## src/dac_diag_map.svh

```systemverilog
// Register offsets, field positions, codes, reset values and timing counts of the diagnosis block
`ifndef DAC_DIAG_MAP_SVH
`define DAC_DIAG_MAP_SVH

// ----------------------------------------
// APB register offsets (byte addresses)
// ----------------------------------------
`define DAC_OFF_CTRL      12'h000
`define DAC_OFF_STATUS    12'h004
`define DAC_OFF_HIST      12'h008
`define DAC_OFF_LASTERR   12'h00C
`define DAC_OFF_TABLE     12'h040
`define DAC_TABLE_SPAN    12'h040

// ----------------------------------------
// Register fields and reset values
// ----------------------------------------
`define DAC_CTRL_BUSY_BIT 0
`define DAC_ST_BUSY_BIT   0
`define DAC_ST_PROT_BIT   1
`define DAC_ST_EXT_BIT    2
`define DAC_HIST_B5_LSB   0
`define DAC_HIST_B6_LSB   8
`define DAC_CTRL_RST      1'b0
`define DAC_PROT_RST      1'b0
`define DAC_LASTERR_RST   8'h00

// ----------------------------------------
// Parameter table entry fields
// ----------------------------------------
`define DAC_TE_VALID      31
`define DAC_TE_RO         30
`define DAC_TE_SLOT_LSB   16
`define DAC_TE_INDEX_LSB  8
`define DAC_TE_SIZE_LSB   0
`define DAC_TE_MIN_LSB    0
`define DAC_TE_MAX_LSB    16

// ----------------------------------------
// Historical diagnosis bit positions
// ----------------------------------------
`define DAC_B6_OUTP       7
`define DAC_B6_SUPPLY     6
`define DAC_B6_AUTOST     5
`define DAC_B6_CTRLDEV    4
`define DAC_B6_LOWLOW     3
`define DAC_B6_HIGHHIGH   2
`define DAC_B6_LOW        1
`define DAC_B6_HIGH       0
`define DAC_B5_TEMP       0

// ----------------------------------------
// Error byte: class and codes
// ----------------------------------------
`define DAC_CLASS_ACCESS  4'hB
`define DAC_CODE_INDEX    4'h0
`define DAC_CODE_LENGTH   4'h1
`define DAC_CODE_SLOT     4'h2
`define DAC_CODE_BUSY     4'h5
`define DAC_CODE_DENIED   4'h6
`define DAC_CODE_RANGE    4'h7
`define DAC_CODE_RDONLY   4'hA
`define DAC_CODE_OTHER    4'hF
`define DAC_RESTORE_VALUE 16'h8000

// ----------------------------------------
// Timing
// ----------------------------------------
`define DAC_CLK_MHZ       25
`define DAC_BUSY_US       100
`define DAC_BUSY_CYCLES   (`DAC_BUSY_US * `DAC_CLK_MHZ)

`endif

```

## src/dac_diag_pkg.sv

```systemverilog
// Types shared by the diagnosis and acyclic error code block
package dac_diag_pkg;

	// Process conditions, one level each
	typedef struct packed {
		logic out_press_bad;
		logic supply_low;
		logic autostart_fail;
		logic ctrl_dev_lim;
		logic pos_lowlow;
		logic pos_highhigh;
		logic pos_low;
		logic pos_high;
		logic temp_over;
	} dac_cond_t;

	// One acyclic read or write request
	typedef struct packed {
		logic        is_write;
		logic [7:0]  slot;
		logic [7:0]  index;
		logic [7:0]  length;
		logic [15:0] value;
	} dac_req_t;

	// Answer to one request
	typedef struct packed {
		logic       ok;
		logic [7:0] err;
	} dac_resp_t;

	// Request sequencer, one bit changes per step except RESP back to IDLE
	typedef enum logic [1:0] {
		DAC_IDLE  = 2'b00,
		DAC_CHECK = 2'b01,
		DAC_RESP  = 2'b11
	} dac_state_t;

endpackage : dac_diag_pkg

```

## src/dac_diag_top.sv

```systemverilog
// Historical process diagnosis and acyclic parameter access checker with APB registers
`timescale 1ns/10ps
`include "dac_diag_map.svh"

module dac_diag_top
	import dac_diag_pkg::*;
#(
	parameter int         TBL_N       = 8,
	parameter logic [11:0] BUSY_CYCLES = 12'(`DAC_BUSY_CYCLES),
	parameter logic [7:0] WP_SLOT     = 8'h01,
	parameter logic [7:0] WP_INDEX    = 8'h10,
	parameter logic [7:0] RST_SLOT    = 8'h01,
	parameter logic [7:0] RST_INDEX   = 8'h11
) (
	// Clock and reset
	input  wire logic  ref_clk,
	input  wire logic  resetn,
	// APB slave
	input  wire logic         psel,
	input  wire logic         penable,
	input  wire logic         pwrite,
	input  wire logic [11:0]  paddr,
	input  wire logic [31:0]  pwdata,
	output logic [31:0]       prdata,
	output logic              pready,
	output logic              pslverr,
	// Process conditions
	input  wire dac_cond_t    cond,
	// Acyclic request from the fieldbus side
	input  wire logic         req_valid,
	input  wire dac_req_t     req,
	output logic              req_ready,
	// Answer to the fieldbus side
	output logic              resp_valid,
	output dac_resp_t         resp,
	// Diagnosis outputs
	output logic [7:0]        hist_byte5,
	output logic [7:0]        hist_byte6,
	output logic              ext_avail,
	output logic              write_protect
);

	// ----------------------------------------
	// Reset release
	// ----------------------------------------
	logic [1:0] rst_sync_reg;
	logic       rst_n;

	// Asynchronous assert, synchronous release
	always_ff @(posedge ref_clk or negedge resetn) begin
		if (!resetn) begin
			rst_sync_reg <= 2'b00;
		end else begin
			rst_sync_reg <= {rst_sync_reg[0], 1'b1};
		end
	end
	assign rst_n = rst_sync_reg[1];

	// ----------------------------------------
	// Declarations
	// ----------------------------------------
	logic [31:0] tbl_w0_reg [TBL_N];
	logic [31:0] tbl_w1_reg [TBL_N];
	logic        ctrl_busy_reg;
	logic        protect_reg;
	logic        ext_reg;
	logic [7:0]  last_err_reg;
	logic [11:0] busy_cnt_reg;
	logic [31:0] rdata_reg;
	logic        bad_addr_reg;
	dac_state_t  state_reg;
	dac_req_t    req_q_reg;
	dac_resp_t   resp_reg;
	logic [15:0] hist_set;
	logic [15:0] hist_q;
	logic        hist_clr;
	logic        busy;
	logic        apb_setup;
	logic        apb_wr;
	logic        in_table;
	logic [TBL_N-1:0] slot_m;
	logic [TBL_N-1:0] idx_m;
	logic [TBL_N-1:0] hit_m;
	logic [31:0] sel_w0;
	logic [31:0] sel_w1;
	logic        is_wp;
	logic        is_rst;
	logic        chk_fail;
	logic [7:0]  chk_err;
	logic        do_write;

	// ----------------------------------------
	// APB slave
	// ----------------------------------------
	// Zero wait states; read data is prepared in the setup cycle
	assign pready    = 1'b1;
	assign apb_setup = psel & ~penable;
	assign apb_wr    = psel & penable & pwrite;
	assign pslverr   = psel & penable & bad_addr_reg;
	assign prdata    = rdata_reg;
	assign in_table  = (paddr >= `DAC_OFF_TABLE) && (paddr < (`DAC_OFF_TABLE + `DAC_TABLE_SPAN))
	                   && (paddr[1:0] == 2'b00);

	// Read data and address check, latched in the setup cycle
	always_ff @(posedge ref_clk or negedge rst_n) begin
		if (!rst_n) begin
			rdata_reg    <= 32'h0000_0000;
			bad_addr_reg <= 1'b0;
		end else if (apb_setup) begin
			rdata_reg    <= 32'h0000_0000;
			bad_addr_reg <= 1'b0;
			if (paddr == `DAC_OFF_CTRL) begin
				rdata_reg[`DAC_CTRL_BUSY_BIT] <= ctrl_busy_reg;
			end else if (paddr == `DAC_OFF_STATUS) begin
				rdata_reg[`DAC_ST_BUSY_BIT] <= busy;
				rdata_reg[`DAC_ST_PROT_BIT] <= protect_reg;
				rdata_reg[`DAC_ST_EXT_BIT]  <= ext_reg;
			end else if (paddr == `DAC_OFF_HIST) begin
				rdata_reg[15:0] <= hist_q;
			end else if (paddr == `DAC_OFF_LASTERR) begin
				rdata_reg[7:0] <= last_err_reg;
			end else if (in_table) begin
				rdata_reg <= paddr[2] ? tbl_w1_reg[paddr[5:3]] : tbl_w0_reg[paddr[5:3]];
			end else begin
				bad_addr_reg <= 1'b1;
			end
		end
	end

	// Software busy flag; lets firmware hold off acyclic traffic
	always_ff @(posedge ref_clk or negedge rst_n) begin
		if (!rst_n) begin
			ctrl_busy_reg <= `DAC_CTRL_RST;
		end else if (apb_wr && paddr == `DAC_OFF_CTRL) begin
			ctrl_busy_reg <= pwdata[`DAC_CTRL_BUSY_BIT];
		end
	end

	// Parameter directory, two words per entry
	always_ff @(posedge ref_clk or negedge rst_n) begin
		if (!rst_n) begin
			for (int e = 0; e < TBL_N; e++) begin
				tbl_w0_reg[e] <= 32'h0000_0000;
				tbl_w1_reg[e] <= 32'h0000_0000;
			end
		end else if (apb_wr && in_table) begin
			if (paddr[2]) begin
				tbl_w1_reg[paddr[5:3]] <= pwdata;
			end else begin
				tbl_w0_reg[paddr[5:3]] <= pwdata;
			end
		end
	end

	// ----------------------------------------
	// Busy window after reset
	// ----------------------------------------
	always_ff @(posedge ref_clk or negedge rst_n) begin
		if (!rst_n) begin
			busy_cnt_reg <= 12'h000;
		end else if (busy_cnt_reg != BUSY_CYCLES) begin
			busy_cnt_reg <= busy_cnt_reg + 12'h001;
		end
	end
	assign busy = (busy_cnt_reg != BUSY_CYCLES) | ctrl_busy_reg;

	// ----------------------------------------
	// Historical diagnosis
	// ----------------------------------------
	// Bits of bytes 5 not driven here stay clear
	always_comb begin
		hist_set = 16'h0000;
		hist_set[`DAC_HIST_B6_LSB + `DAC_B6_OUTP]     = cond.out_press_bad;
		hist_set[`DAC_HIST_B6_LSB + `DAC_B6_SUPPLY]   = cond.supply_low;
		hist_set[`DAC_HIST_B6_LSB + `DAC_B6_AUTOST]   = cond.autostart_fail;
		hist_set[`DAC_HIST_B6_LSB + `DAC_B6_CTRLDEV]  = cond.ctrl_dev_lim;
		hist_set[`DAC_HIST_B6_LSB + `DAC_B6_LOWLOW]   = cond.pos_lowlow;
		hist_set[`DAC_HIST_B6_LSB + `DAC_B6_HIGHHIGH] = cond.pos_highhigh;
		hist_set[`DAC_HIST_B6_LSB + `DAC_B6_LOW]      = cond.pos_low;
		hist_set[`DAC_HIST_B6_LSB + `DAC_B6_HIGH]     = cond.pos_high;
		hist_set[`DAC_HIST_B5_LSB + `DAC_B5_TEMP]     = cond.temp_over;
	end

	dac_hist_latch #(
		.W     (16)
	) u_hist (
		.clk   (ref_clk),
		.rst_n (rst_n),
		.set   (hist_set),
		.clr   (hist_clr),
		.q     (hist_q)
	);

	// Extension flag follows any new historical event; set beats clear
	always_ff @(posedge ref_clk or negedge rst_n) begin
		if (!rst_n) begin
			ext_reg <= 1'b0;
		end else begin
			ext_reg <= (|hist_set) | (ext_reg & ~hist_clr);
		end
	end

	assign hist_byte5    = hist_q[`DAC_HIST_B5_LSB +: 8];
	assign hist_byte6    = hist_q[`DAC_HIST_B6_LSB +: 8];
	assign ext_avail     = ext_reg;
	assign write_protect = protect_reg;

	// ----------------------------------------
	// Parameter lookup
	// ----------------------------------------
	for (genvar e = 0; e < TBL_N; e++) begin : g_match
		assign slot_m[e] = tbl_w0_reg[e][`DAC_TE_VALID]
		                   && (tbl_w0_reg[e][`DAC_TE_SLOT_LSB +: 8] == req_q_reg.slot);
		assign idx_m[e]  = tbl_w0_reg[e][`DAC_TE_VALID]
		                   && (tbl_w0_reg[e][`DAC_TE_INDEX_LSB +: 8] == req_q_reg.index);
		assign hit_m[e]  = slot_m[e] & idx_m[e];
	end

	// Duplicate entries: the highest numbered one is used
	always_comb begin
		sel_w0 = 32'h0000_0000;
		sel_w1 = 32'h0000_0000;
		for (int e = 0; e < TBL_N; e++) begin
			if (hit_m[e]) begin
				sel_w0 = tbl_w0_reg[e];
				sel_w1 = tbl_w1_reg[e];
			end
		end
	end

	assign is_wp  = (req_q_reg.slot == WP_SLOT) && (req_q_reg.index == WP_INDEX);
	assign is_rst = (req_q_reg.slot == RST_SLOT) && (req_q_reg.index == RST_INDEX);

	// Checks in fixed order; a known index in a slot used only by other entries falls to other
	dac_err_encode u_enc (
		.busy      (busy),
		.idx_bad   (~|idx_m),
		.slot_bad  (~|slot_m),
		.len_bad   (req_q_reg.is_write && (|hit_m)
		            && (req_q_reg.length != sel_w0[`DAC_TE_SIZE_LSB +: 8])),
		.ro_bad    (req_q_reg.is_write && sel_w0[`DAC_TE_RO]),
		.prot_bad  (req_q_reg.is_write && protect_reg && !is_wp),
		.rng_bad   (req_q_reg.is_write && (|hit_m)
		            && ((req_q_reg.value < sel_w1[`DAC_TE_MIN_LSB +: 16])
		            || (req_q_reg.value > sel_w1[`DAC_TE_MAX_LSB +: 16]))),
		.other_bad (~|hit_m),
		.fail      (chk_fail),
		.err_byte  (chk_err)
	);

	assign do_write = (state_reg == DAC_CHECK) && !chk_fail && req_q_reg.is_write;
	assign hist_clr = do_write && is_rst && (req_q_reg.value == `DAC_RESTORE_VALUE);

	// ----------------------------------------
	// Request sequencer
	// ----------------------------------------
	assign req_ready  = (state_reg == DAC_IDLE);
	assign resp_valid = (state_reg == DAC_RESP);
	assign resp       = resp_reg;

	always_ff @(posedge ref_clk or negedge rst_n) begin
		if (!rst_n) begin
			state_reg <= DAC_IDLE;
		end else begin
			case (state_reg)
				DAC_IDLE: begin
					if (req_valid) begin
						state_reg <= DAC_CHECK;
					end
				end
				DAC_CHECK: begin
					state_reg <= DAC_RESP;
				end
				default: begin
					state_reg <= DAC_IDLE;
				end
			endcase
		end
	end

	// Request copy stays stable while it is checked
	always_ff @(posedge ref_clk or negedge rst_n) begin
		if (!rst_n) begin
			req_q_reg <= '0;
		end else if (req_ready && req_valid) begin
			req_q_reg <= req;
		end
	end

	// Answer and last error kept for software
	always_ff @(posedge ref_clk or negedge rst_n) begin
		if (!rst_n) begin
			resp_reg     <= '0;
			last_err_reg <= `DAC_LASTERR_RST;
		end else if (state_reg == DAC_CHECK) begin
			resp_reg.ok  <= !chk_fail;
			resp_reg.err <= chk_err;
			if (chk_fail) begin
				last_err_reg <= chk_err;
			end
		end
	end

	// Protection is changed only by an accepted write to its own parameter
	always_ff @(posedge ref_clk or negedge rst_n) begin
		if (!rst_n) begin
			protect_reg <= `DAC_PROT_RST;
		end else if (do_write && is_wp) begin
			protect_reg <= (req_q_reg.value != 16'h0000);
		end
	end

	// ----------------------------------------
	// Assertions
	// ----------------------------------------
	AST_OUTP_STICKY: assert property (@(posedge ref_clk) disable iff (!rst_n)
		hist_byte6[`DAC_B6_OUTP] && !hist_clr |=> hist_byte6[`DAC_B6_OUTP])
		else $error("output pressure bit dropped");
	AST_SUPPLY_LATCH: assert property (@(posedge ref_clk) disable iff (!rst_n)
		cond.supply_low |=> hist_byte6[`DAC_B6_SUPPLY] && ext_avail)
		else $error("supply low not latched");
	AST_AUTOST_LATCH: assert property (@(posedge ref_clk) disable iff (!rst_n)
		cond.autostart_fail ##1 !hist_clr |=> hist_byte6[`DAC_B6_AUTOST])
		else $error("autostart bit not held");
	AST_CTRLDEV_LATCH: assert property (@(posedge ref_clk) disable iff (!rst_n)
		$rose(cond.ctrl_dev_lim) |=> hist_byte6[`DAC_B6_CTRLDEV])
		else $error("deviation bit not latched");
	AST_LOWLOW_LATCH: assert property (@(posedge ref_clk) disable iff (!rst_n)
		cond.pos_lowlow |=> hist_byte6[`DAC_B6_LOWLOW])
		else $error("low-low bit not latched");
	AST_HIGHHIGH_LATCH: assert property (@(posedge ref_clk) disable iff (!rst_n)
		cond.pos_highhigh |=> hist_byte6[`DAC_B6_HIGHHIGH])
		else $error("high-high bit not latched");
	AST_LOWHIGH_LATCH: assert property (@(posedge ref_clk) disable iff (!rst_n)
		cond.pos_low && !cond.pos_high |=> hist_byte6[`DAC_B6_LOW] && ($past(hist_byte6[`DAC_B6_HIGH])
		|| !hist_byte6[`DAC_B6_HIGH] || $past(hist_clr)))
		else $error("low or high bit wrong");
	AST_TEMP_LATCH: assert property (@(posedge ref_clk) disable iff (!rst_n)
		cond.temp_over |=> hist_byte5[`DAC_B5_TEMP])
		else $error("temperature bit not latched");
	AST_RESP_TIMING: assert property (@(posedge ref_clk) disable iff (!rst_n)
		req_valid && req_ready |=> !resp_valid ##1 resp_valid ##1 !resp_valid)
		else $error("answer not two cycles after acceptance");
	AST_ERR_CLASS: assert property (@(posedge ref_clk) disable iff (!rst_n)
		resp_valid && !resp.ok |-> resp.err[7:4] == 4'hB)
		else $error("error class not access");
	AST_BUSY_FIRST: assert property (@(posedge ref_clk) disable iff (!rst_n)
		state_reg == DAC_CHECK && busy |=> resp_valid && !resp.ok && resp.err == 8'hB5)
		else $error("busy did not answer state conflict");
	AST_UNUSED_CODES: assert property (@(posedge ref_clk) disable iff (!rst_n)
		resp_valid && !resp.ok |-> !(resp.err[3:0] inside {4'h3, 4'h4, 4'h8, 4'h9, [4'hB:4'hE]}))
		else $error("unused access code emitted");
	AST_RESTORE_CLEAR: assert property (@(posedge ref_clk) disable iff (!rst_n)
		hist_clr |=> hist_q == $past(hist_set) && ext_avail == (|$past(hist_set)))
		else $error("restore did not clear history");
	AST_PROTECT_REFUSE: assert property (@(posedge ref_clk) disable iff (!rst_n)
		state_reg == DAC_CHECK && protect_reg && req_q_reg.is_write && !is_wp |=> !resp.ok)
		else $error("write passed under protection");

endmodule : dac_diag_top

```

## src/dac_err_encode.sv

```systemverilog
// Priority encoder for the acyclic access error byte
`timescale 1ns/10ps
`include "dac_diag_map.svh"
module dac_err_encode
	import dac_diag_pkg::*;
(
	// Failure conditions of one request
	input  wire logic busy,
	input  wire logic idx_bad,
	input  wire logic slot_bad,
	input  wire logic len_bad,
	input  wire logic ro_bad,
	input  wire logic prot_bad,
	input  wire logic rng_bad,
	input  wire logic other_bad,
	// Result
	output logic       fail,
	output logic [7:0] err_byte
);
	// First matching condition wins; only one code per request
	always_comb begin
		fail     = 1'b1;
		err_byte = {`DAC_CLASS_ACCESS, `DAC_CODE_OTHER};
		if (busy) begin
			err_byte = {`DAC_CLASS_ACCESS, `DAC_CODE_BUSY};
		end else if (idx_bad) begin
			err_byte = {`DAC_CLASS_ACCESS, `DAC_CODE_INDEX};
		end else if (slot_bad) begin
			err_byte = {`DAC_CLASS_ACCESS, `DAC_CODE_SLOT};
		end else if (len_bad) begin
			err_byte = {`DAC_CLASS_ACCESS, `DAC_CODE_LENGTH};
		end else if (ro_bad) begin
			err_byte = {`DAC_CLASS_ACCESS, `DAC_CODE_RDONLY};
		end else if (prot_bad) begin
			err_byte = {`DAC_CLASS_ACCESS, `DAC_CODE_DENIED};
		end else if (rng_bad) begin
			err_byte = {`DAC_CLASS_ACCESS, `DAC_CODE_RANGE};
		end else if (!other_bad) begin
			fail     = 1'b0;
			err_byte = 8'h00;
		end
	end
endmodule : dac_err_encode

```

## src/dac_hist_latch.sv

```systemverilog
// Sticky diagnosis bits with a common clear
`timescale 1ns/10ps
`include "dac_diag_map.svh"
module dac_hist_latch
	import dac_diag_pkg::*;
#(
	parameter int W = 16
) (
	// Clock and reset
	input  wire logic         clk,
	input  wire logic         rst_n,
	// Events and clear
	input  wire logic [W-1:0] set,
	input  wire logic         clr,
	// Held bits
	output logic [W-1:0]      q
);
	// One sticky bit each; a set in the clear cycle survives
	for (genvar i = 0; i < W; i++) begin : g_bit
		always_ff @(posedge clk or negedge rst_n) begin
			if (!rst_n) begin
				q[i] <= 1'b0;
			end else begin
				q[i] <= set[i] | (q[i] & ~clr);
			end
		end
	end
endmodule : dac_hist_latch

```

## config.mk

```make
export PLATFORM = sky130hd
export DESIGN_NAME = dac_diag_top
export DESIGN_NICKNAME = d
export VERILOG_FILES = /design/src/dac_diag_pkg.sv /design/src/dac_diag_top.sv /design/src/dac_err_encode.sv /design/src/dac_hist_latch.sv
export VERILOG_INCLUDE_DIRS = /design/src
export SDC_FILE = /design/constraint.sdc
export NUM_CORES = 1
export LEC_CHECK = 0
export BUFFER_PORTS_ARGS = -buffer_cell sky130_fd_sc_hd__clkbuf_2
export CAP_MARGIN = 25
export CORE_AREA = 2 2 293 295
export DETAILED_ROUTE_END_ITERATION = 12
export DIE_AREA = 0 0 295 297
export GPL_ROUTABILITY_DRIVEN = 0
export PLACE_DENSITY_LB_ADDON = 0.12
export SLEW_MARGIN = 5
export SYNTH_ARGS = -nofsm -noshare
export SYNTH_HDL_FRONTEND = slang
export SYNTH_SLANG_ARGS = --single-unit
```

## constraint.sdc

```tcl
create_clock -name ref_clk -period 27.4 [get_ports ref_clk]
set_input_delay 1.37 -clock ref_clk [delete_from_list [all_inputs] [get_ports ref_clk]]
set_output_delay 1.37 -clock ref_clk [all_outputs]
set_load 0.05 [all_outputs]
```

==> load_flow_metrics.sql <==
INSERT INTO impl_metrics (metric_group, metric, value, unit) VALUES
('run_status', 'run_status', 'finished, final reports clean', ''),
('floorplan', 'initial_utilization', '38.6', '%'),
('hold_path', 'min_path_type', 'flip-flop to asynchronous set/reset pin', ''),
('clocking', 'cts_root_buffer', 'clkbuf_16', ''),
('drt', 'post_drt_wl_per_cell', '29.5', 'um'),
('floorplan', 'coreArea', '84500', 'um^2'),
('grt', 'grt_pass1_vias', '25673', ''),
('setup_path', 'reg2reg_setup_slack', '19.77', 'ns'),
('setup_path', 'cp.buffers_inverters', '1', ''),
('grt', 'grt_remaining_overflow', '0', ''),
('drt', 'drt_first_pass_iters', '5', ''),
('clocking', 'clock_tree.buffer_depth', '3', ''),
('floorplan', 'floorplan.die.height', '297', 'um'),
('sta', 'worst_slew_pin_slew', '1.14', 'ns'),
('grt', 'number_of_antenna_violations_at_the_first_check_in_global_routing', '9', ''),
('sta', 'report.final.hold_viol_count', '0', ''),
('setup_path', 'cp_slowest_stage_delay', '0.69', 'ns'),
('sta', 'worst_slew_margin_rel', '23.1', '%'),
('drt', 'route.antenna.remaining_nets', '0', ''),
('grt', 'maximum_number_of_pins_on_one_net_before_global_route_repair', '172', ''),
('flow_run', 'max_cap_viol_count', '0', ''),
('drt', 'drt_first_iter_violations', '2503', ''),
('setup_path', 'crit_path_end', 'u_hist.q[13]', ''),
('placement', 'place.port_buffers', '160', ''),
('grt', 'global_route_wire_length_before_repair', '179000', 'um'),
('setup_path', 'crit-reg2reg-capture', 'u_hist.q[13]', ''),
('clocking', 'ctsHoldBuffers', '0', ''),
('clocking', 'cts_tree', 'yes', ''),
('power_and_ir_drop', 'p_per_area', '67.8', 'nW/um^2'),
('synth', 'mappedNetlistArea', '32600', 'um^2'),
('synth', 'synth_area_per_cell', '11.4', 'um^2'),
('placement', 'dpl.hpwl', '77300', 'um'),
('setup_path', 'worst_setup_path_end_kind', 'flip-flop', ''),
('setup_path', 'timing.critical_path.from', 'req_q_reg[39]', ''),
('floorplan', 'die_outline_area', '87600', 'um^2'),
('setup_path', 'reg2reg_depth', '25', ''),
('floorplan', 'top_level_ports', '163', ''),
('drt', 'detail_route.wirelength', '122000', 'um'),
('power_and_ir_drop', 'p_sw', '0.753', 'mW'),
('setup_path', 'cp_most_frequent_cell', 'o21ai_0', ''),
('sta', 'timing.hold.ws', '0.328', 'ns'),
('synth', 'synth_sequential_area_ratio', '48.5', '%'),
('power_and_ir_drop', 'p_leak', '17.1', 'nW'),
('layout', 'instances_no_fill', '4138', ''),
('power_and_ir_drop', 'clock_power_share', '41.4', '%'),
('synth', 'synth.yosys.warnings', '0', ''),
('sta', 'period_needed', '7.63', 'ns'),
('power_and_ir_drop', 'cell_internal_pwr', '1.77', 'mW'),
('floorplan', 'rows', '107', ''),
('placement', 'total_placed_cells_including_tap_cells', '4002', ''),
('clocking', 'cts.repair_timing.setup_buffer_count', '0', ''),
('clocking', 'cts-buffers-inserted', '74', ''),
('sta', 'setup-tns-final', '0', 'ns'),
('setup_path', 'crit_path_start_kind', 'flip-flop', ''),
('sta', 'fmaxAchievable', '0.131', 'GHz'),
('sta', 'setup_violators_final', '0', ''),
('setup_path', 'crit_path_top_delay_cell', 'dfrtp_1', ''),
('layout', 'finish.net_count', '3071', ''),
('setup_path', 'critical_path_cell_count', '25', ''),
('layout', 'finalCoreUtilization', '44.0', '%'),
('sta', 'rsz0062_at_grt', 'no', ''),
('sta', 'clock_skew', '0.0196', 'ns'),
('clocking', 'tritoncts_num_sinks', '632', ''),
('power_and_ir_drop', 'logic_gate_share_of_total_power', '16.3', '%'),
('synth', 'netlist.area_leader.share', '48.5', '%'),
('grt', 'track_usage', '27.6', '%'),
('synth', 'synth_edf_count', '0', ''),
('synth', 'synth_top_cell_by_area', 'dfrtp_1', ''),
('floorplan', 'die_width', '295', 'um'),
('setup_path', 'reg2reg_from', 'req_q_reg[39]', ''),
('synth', 'netlist-cell-type-count', '85', '');
-- worst register-to-register path: stages (launching register included) --
cell       delay [ns]
dfrtp_1          0.69
xnor2_1          0.22
nand3_1          0.13
nor3_1           0.58
and2_2           0.68
buf_4            0.59
nand2_1          0.13
o311ai_0         0.14
o21ai_0          0.16
a21oi_1          0.18
mux2i_1          0.09
a21oi_1          0.17
mux2i_1          0.09
ha_1             0.32
a21o_1           0.19
a211oi_1         0.22
o21ai_0          0.13
a221oi_1         0.53
o22ai_1          0.25
a2111oi_0        0.35
a2bb2oi_1        0.23
o21ai_0          0.25
and3_1           0.24
nand2_1          0.09
or4_4            0.64
a21o_1           0.23
-- placed cells by master, fill, tap and decap left out, types with 92 or more instances in the layout --
cell | netlist | final
xnor2_1 | 130 | 130
o21ai_0 | 92 | 92
dfrtp_1 | 632 | 631
clkbuf_2 | 0 | 161
nor2_1 | 130 | 112
mux2_2 | 574 | 574
a21oi_1 | 110 | 110
mux2i_1 | 100 | 100
nand2_1 | 139 | 134
o22ai_1 | 192 | 192
-- through the flow --
stage,setup WS (ns),total power [mW],instance area (um^2)
3_5_place_dp,20.08,1.49,34600
5_1_grt,19.40,2.62,37200
6_report,19.77,2.52,37200
2_1_floorplan,8.48,1.34,32600
4_1_cts,20.00,2.54,37100
3_3_place_gp,20.16,1.48,34500
-- worst min path at each step --
| stage | endpoint | slack (ns) | depth (start not counted) |
|---|---|---|---|
| after global routing | rst_sync_reg[1] | 0.37 | 0 |
| final | tbl_w0_reg[90] | 0.33 | 0 |
| after detailed placement | rst_sync_reg[1] | 0.34 | 0 |
| after CTS | tbl_w0_reg[90] | 0.35 | 0 |
| after global placement | rst_sync_reg[1] | 0.34 | 0 |
| after floorplan | rst_sync_reg[1] | 0.33 | 0 |
-- layer usage --
layer | share of wire [%] | track usage, %
met2 | 47 | 44.5
met3 | 7.1 | 4.53
met4 | 3.8 | 10.4
met1 | 42 | 37.4
met5 | 0.059 | 0
-- area by class of cell --
| class | count | area, um^2 |
|---|---|---|
| Fill cell | 7923 | 47300 |
| Multi-Input combinational cell | 1989 | 16000 |
| Inverter | 17 | 63.8 |
| Antenna cell | 1 | 2.50 |
| Tap cell | 1144 | 1430 |
| Clock inverter | 20 | 268 |
| Clock buffer | 111 | 2290 |
| Timing Repair Buffer | 224 | 1350 |
| Sequential cell | 632 | 15800 |
-- synth_stat cells, types with 5 or more instances --
master / instances
o21a_1: 6
o31ai_1: 10
a21oi_1: 110
buf_1: 19
nand3_1: 47
nand2_1: 139
buf_4: 10
nor4_1: 69
inv_1: 17
o21ai_0: 92
o221ai_1: 43
nand2b_1: 10
a21o_1: 20
a31oi_1: 5
and3_1: 8
dfrtp_1: 632
and2_1: 15
nor3_1: 32
mux2i_1: 100
o311ai_0: 33
a221o_1: 10
ha_1: 33
nor2_1: 130
o22a_1: 13
a221oi_1: 8
nand4_1: 34
nor2b_1: 6
clkbuf_1: 186
buf_2: 13
or2_2: 5
xor2_1: 7
o22ai_1: 192
mux2_2: 574
a211oi_1: 13
or3_1: 15
xnor2_1: 130
-- power groups by stage --
stage	registers, mW	clock network, mW	logic [mW]
2_1_floorplan	1.02	0	0.317
3_3_place_gp	1.08	0	0.402
3_5_place_dp	1.08	0	0.404
4_1_cts	1.06	1.06	0.407
5_1_grt	1.07	1.10	0.444
6_report	1.07	1.04	0.412
-- logic make-up (layout without fill, tap and decap cells) --
kind of cell	count (synthesis)	after routing	synth area share [%]
AND/OR/NAND/NOR	537	537	8.18
flip-flops	632	632	48.5
AO/OA/AOI/OAI	604	604	12.3
multiplexers	674	674	22.9
adder cells (fa/ha/maj)	33	33	1.27
XOR/XNOR	138	138	3.73
buffers and inverters	248	372	3.09
other	2	4	0.0230
Note: power is estimated with default switching activity, not from simulation.
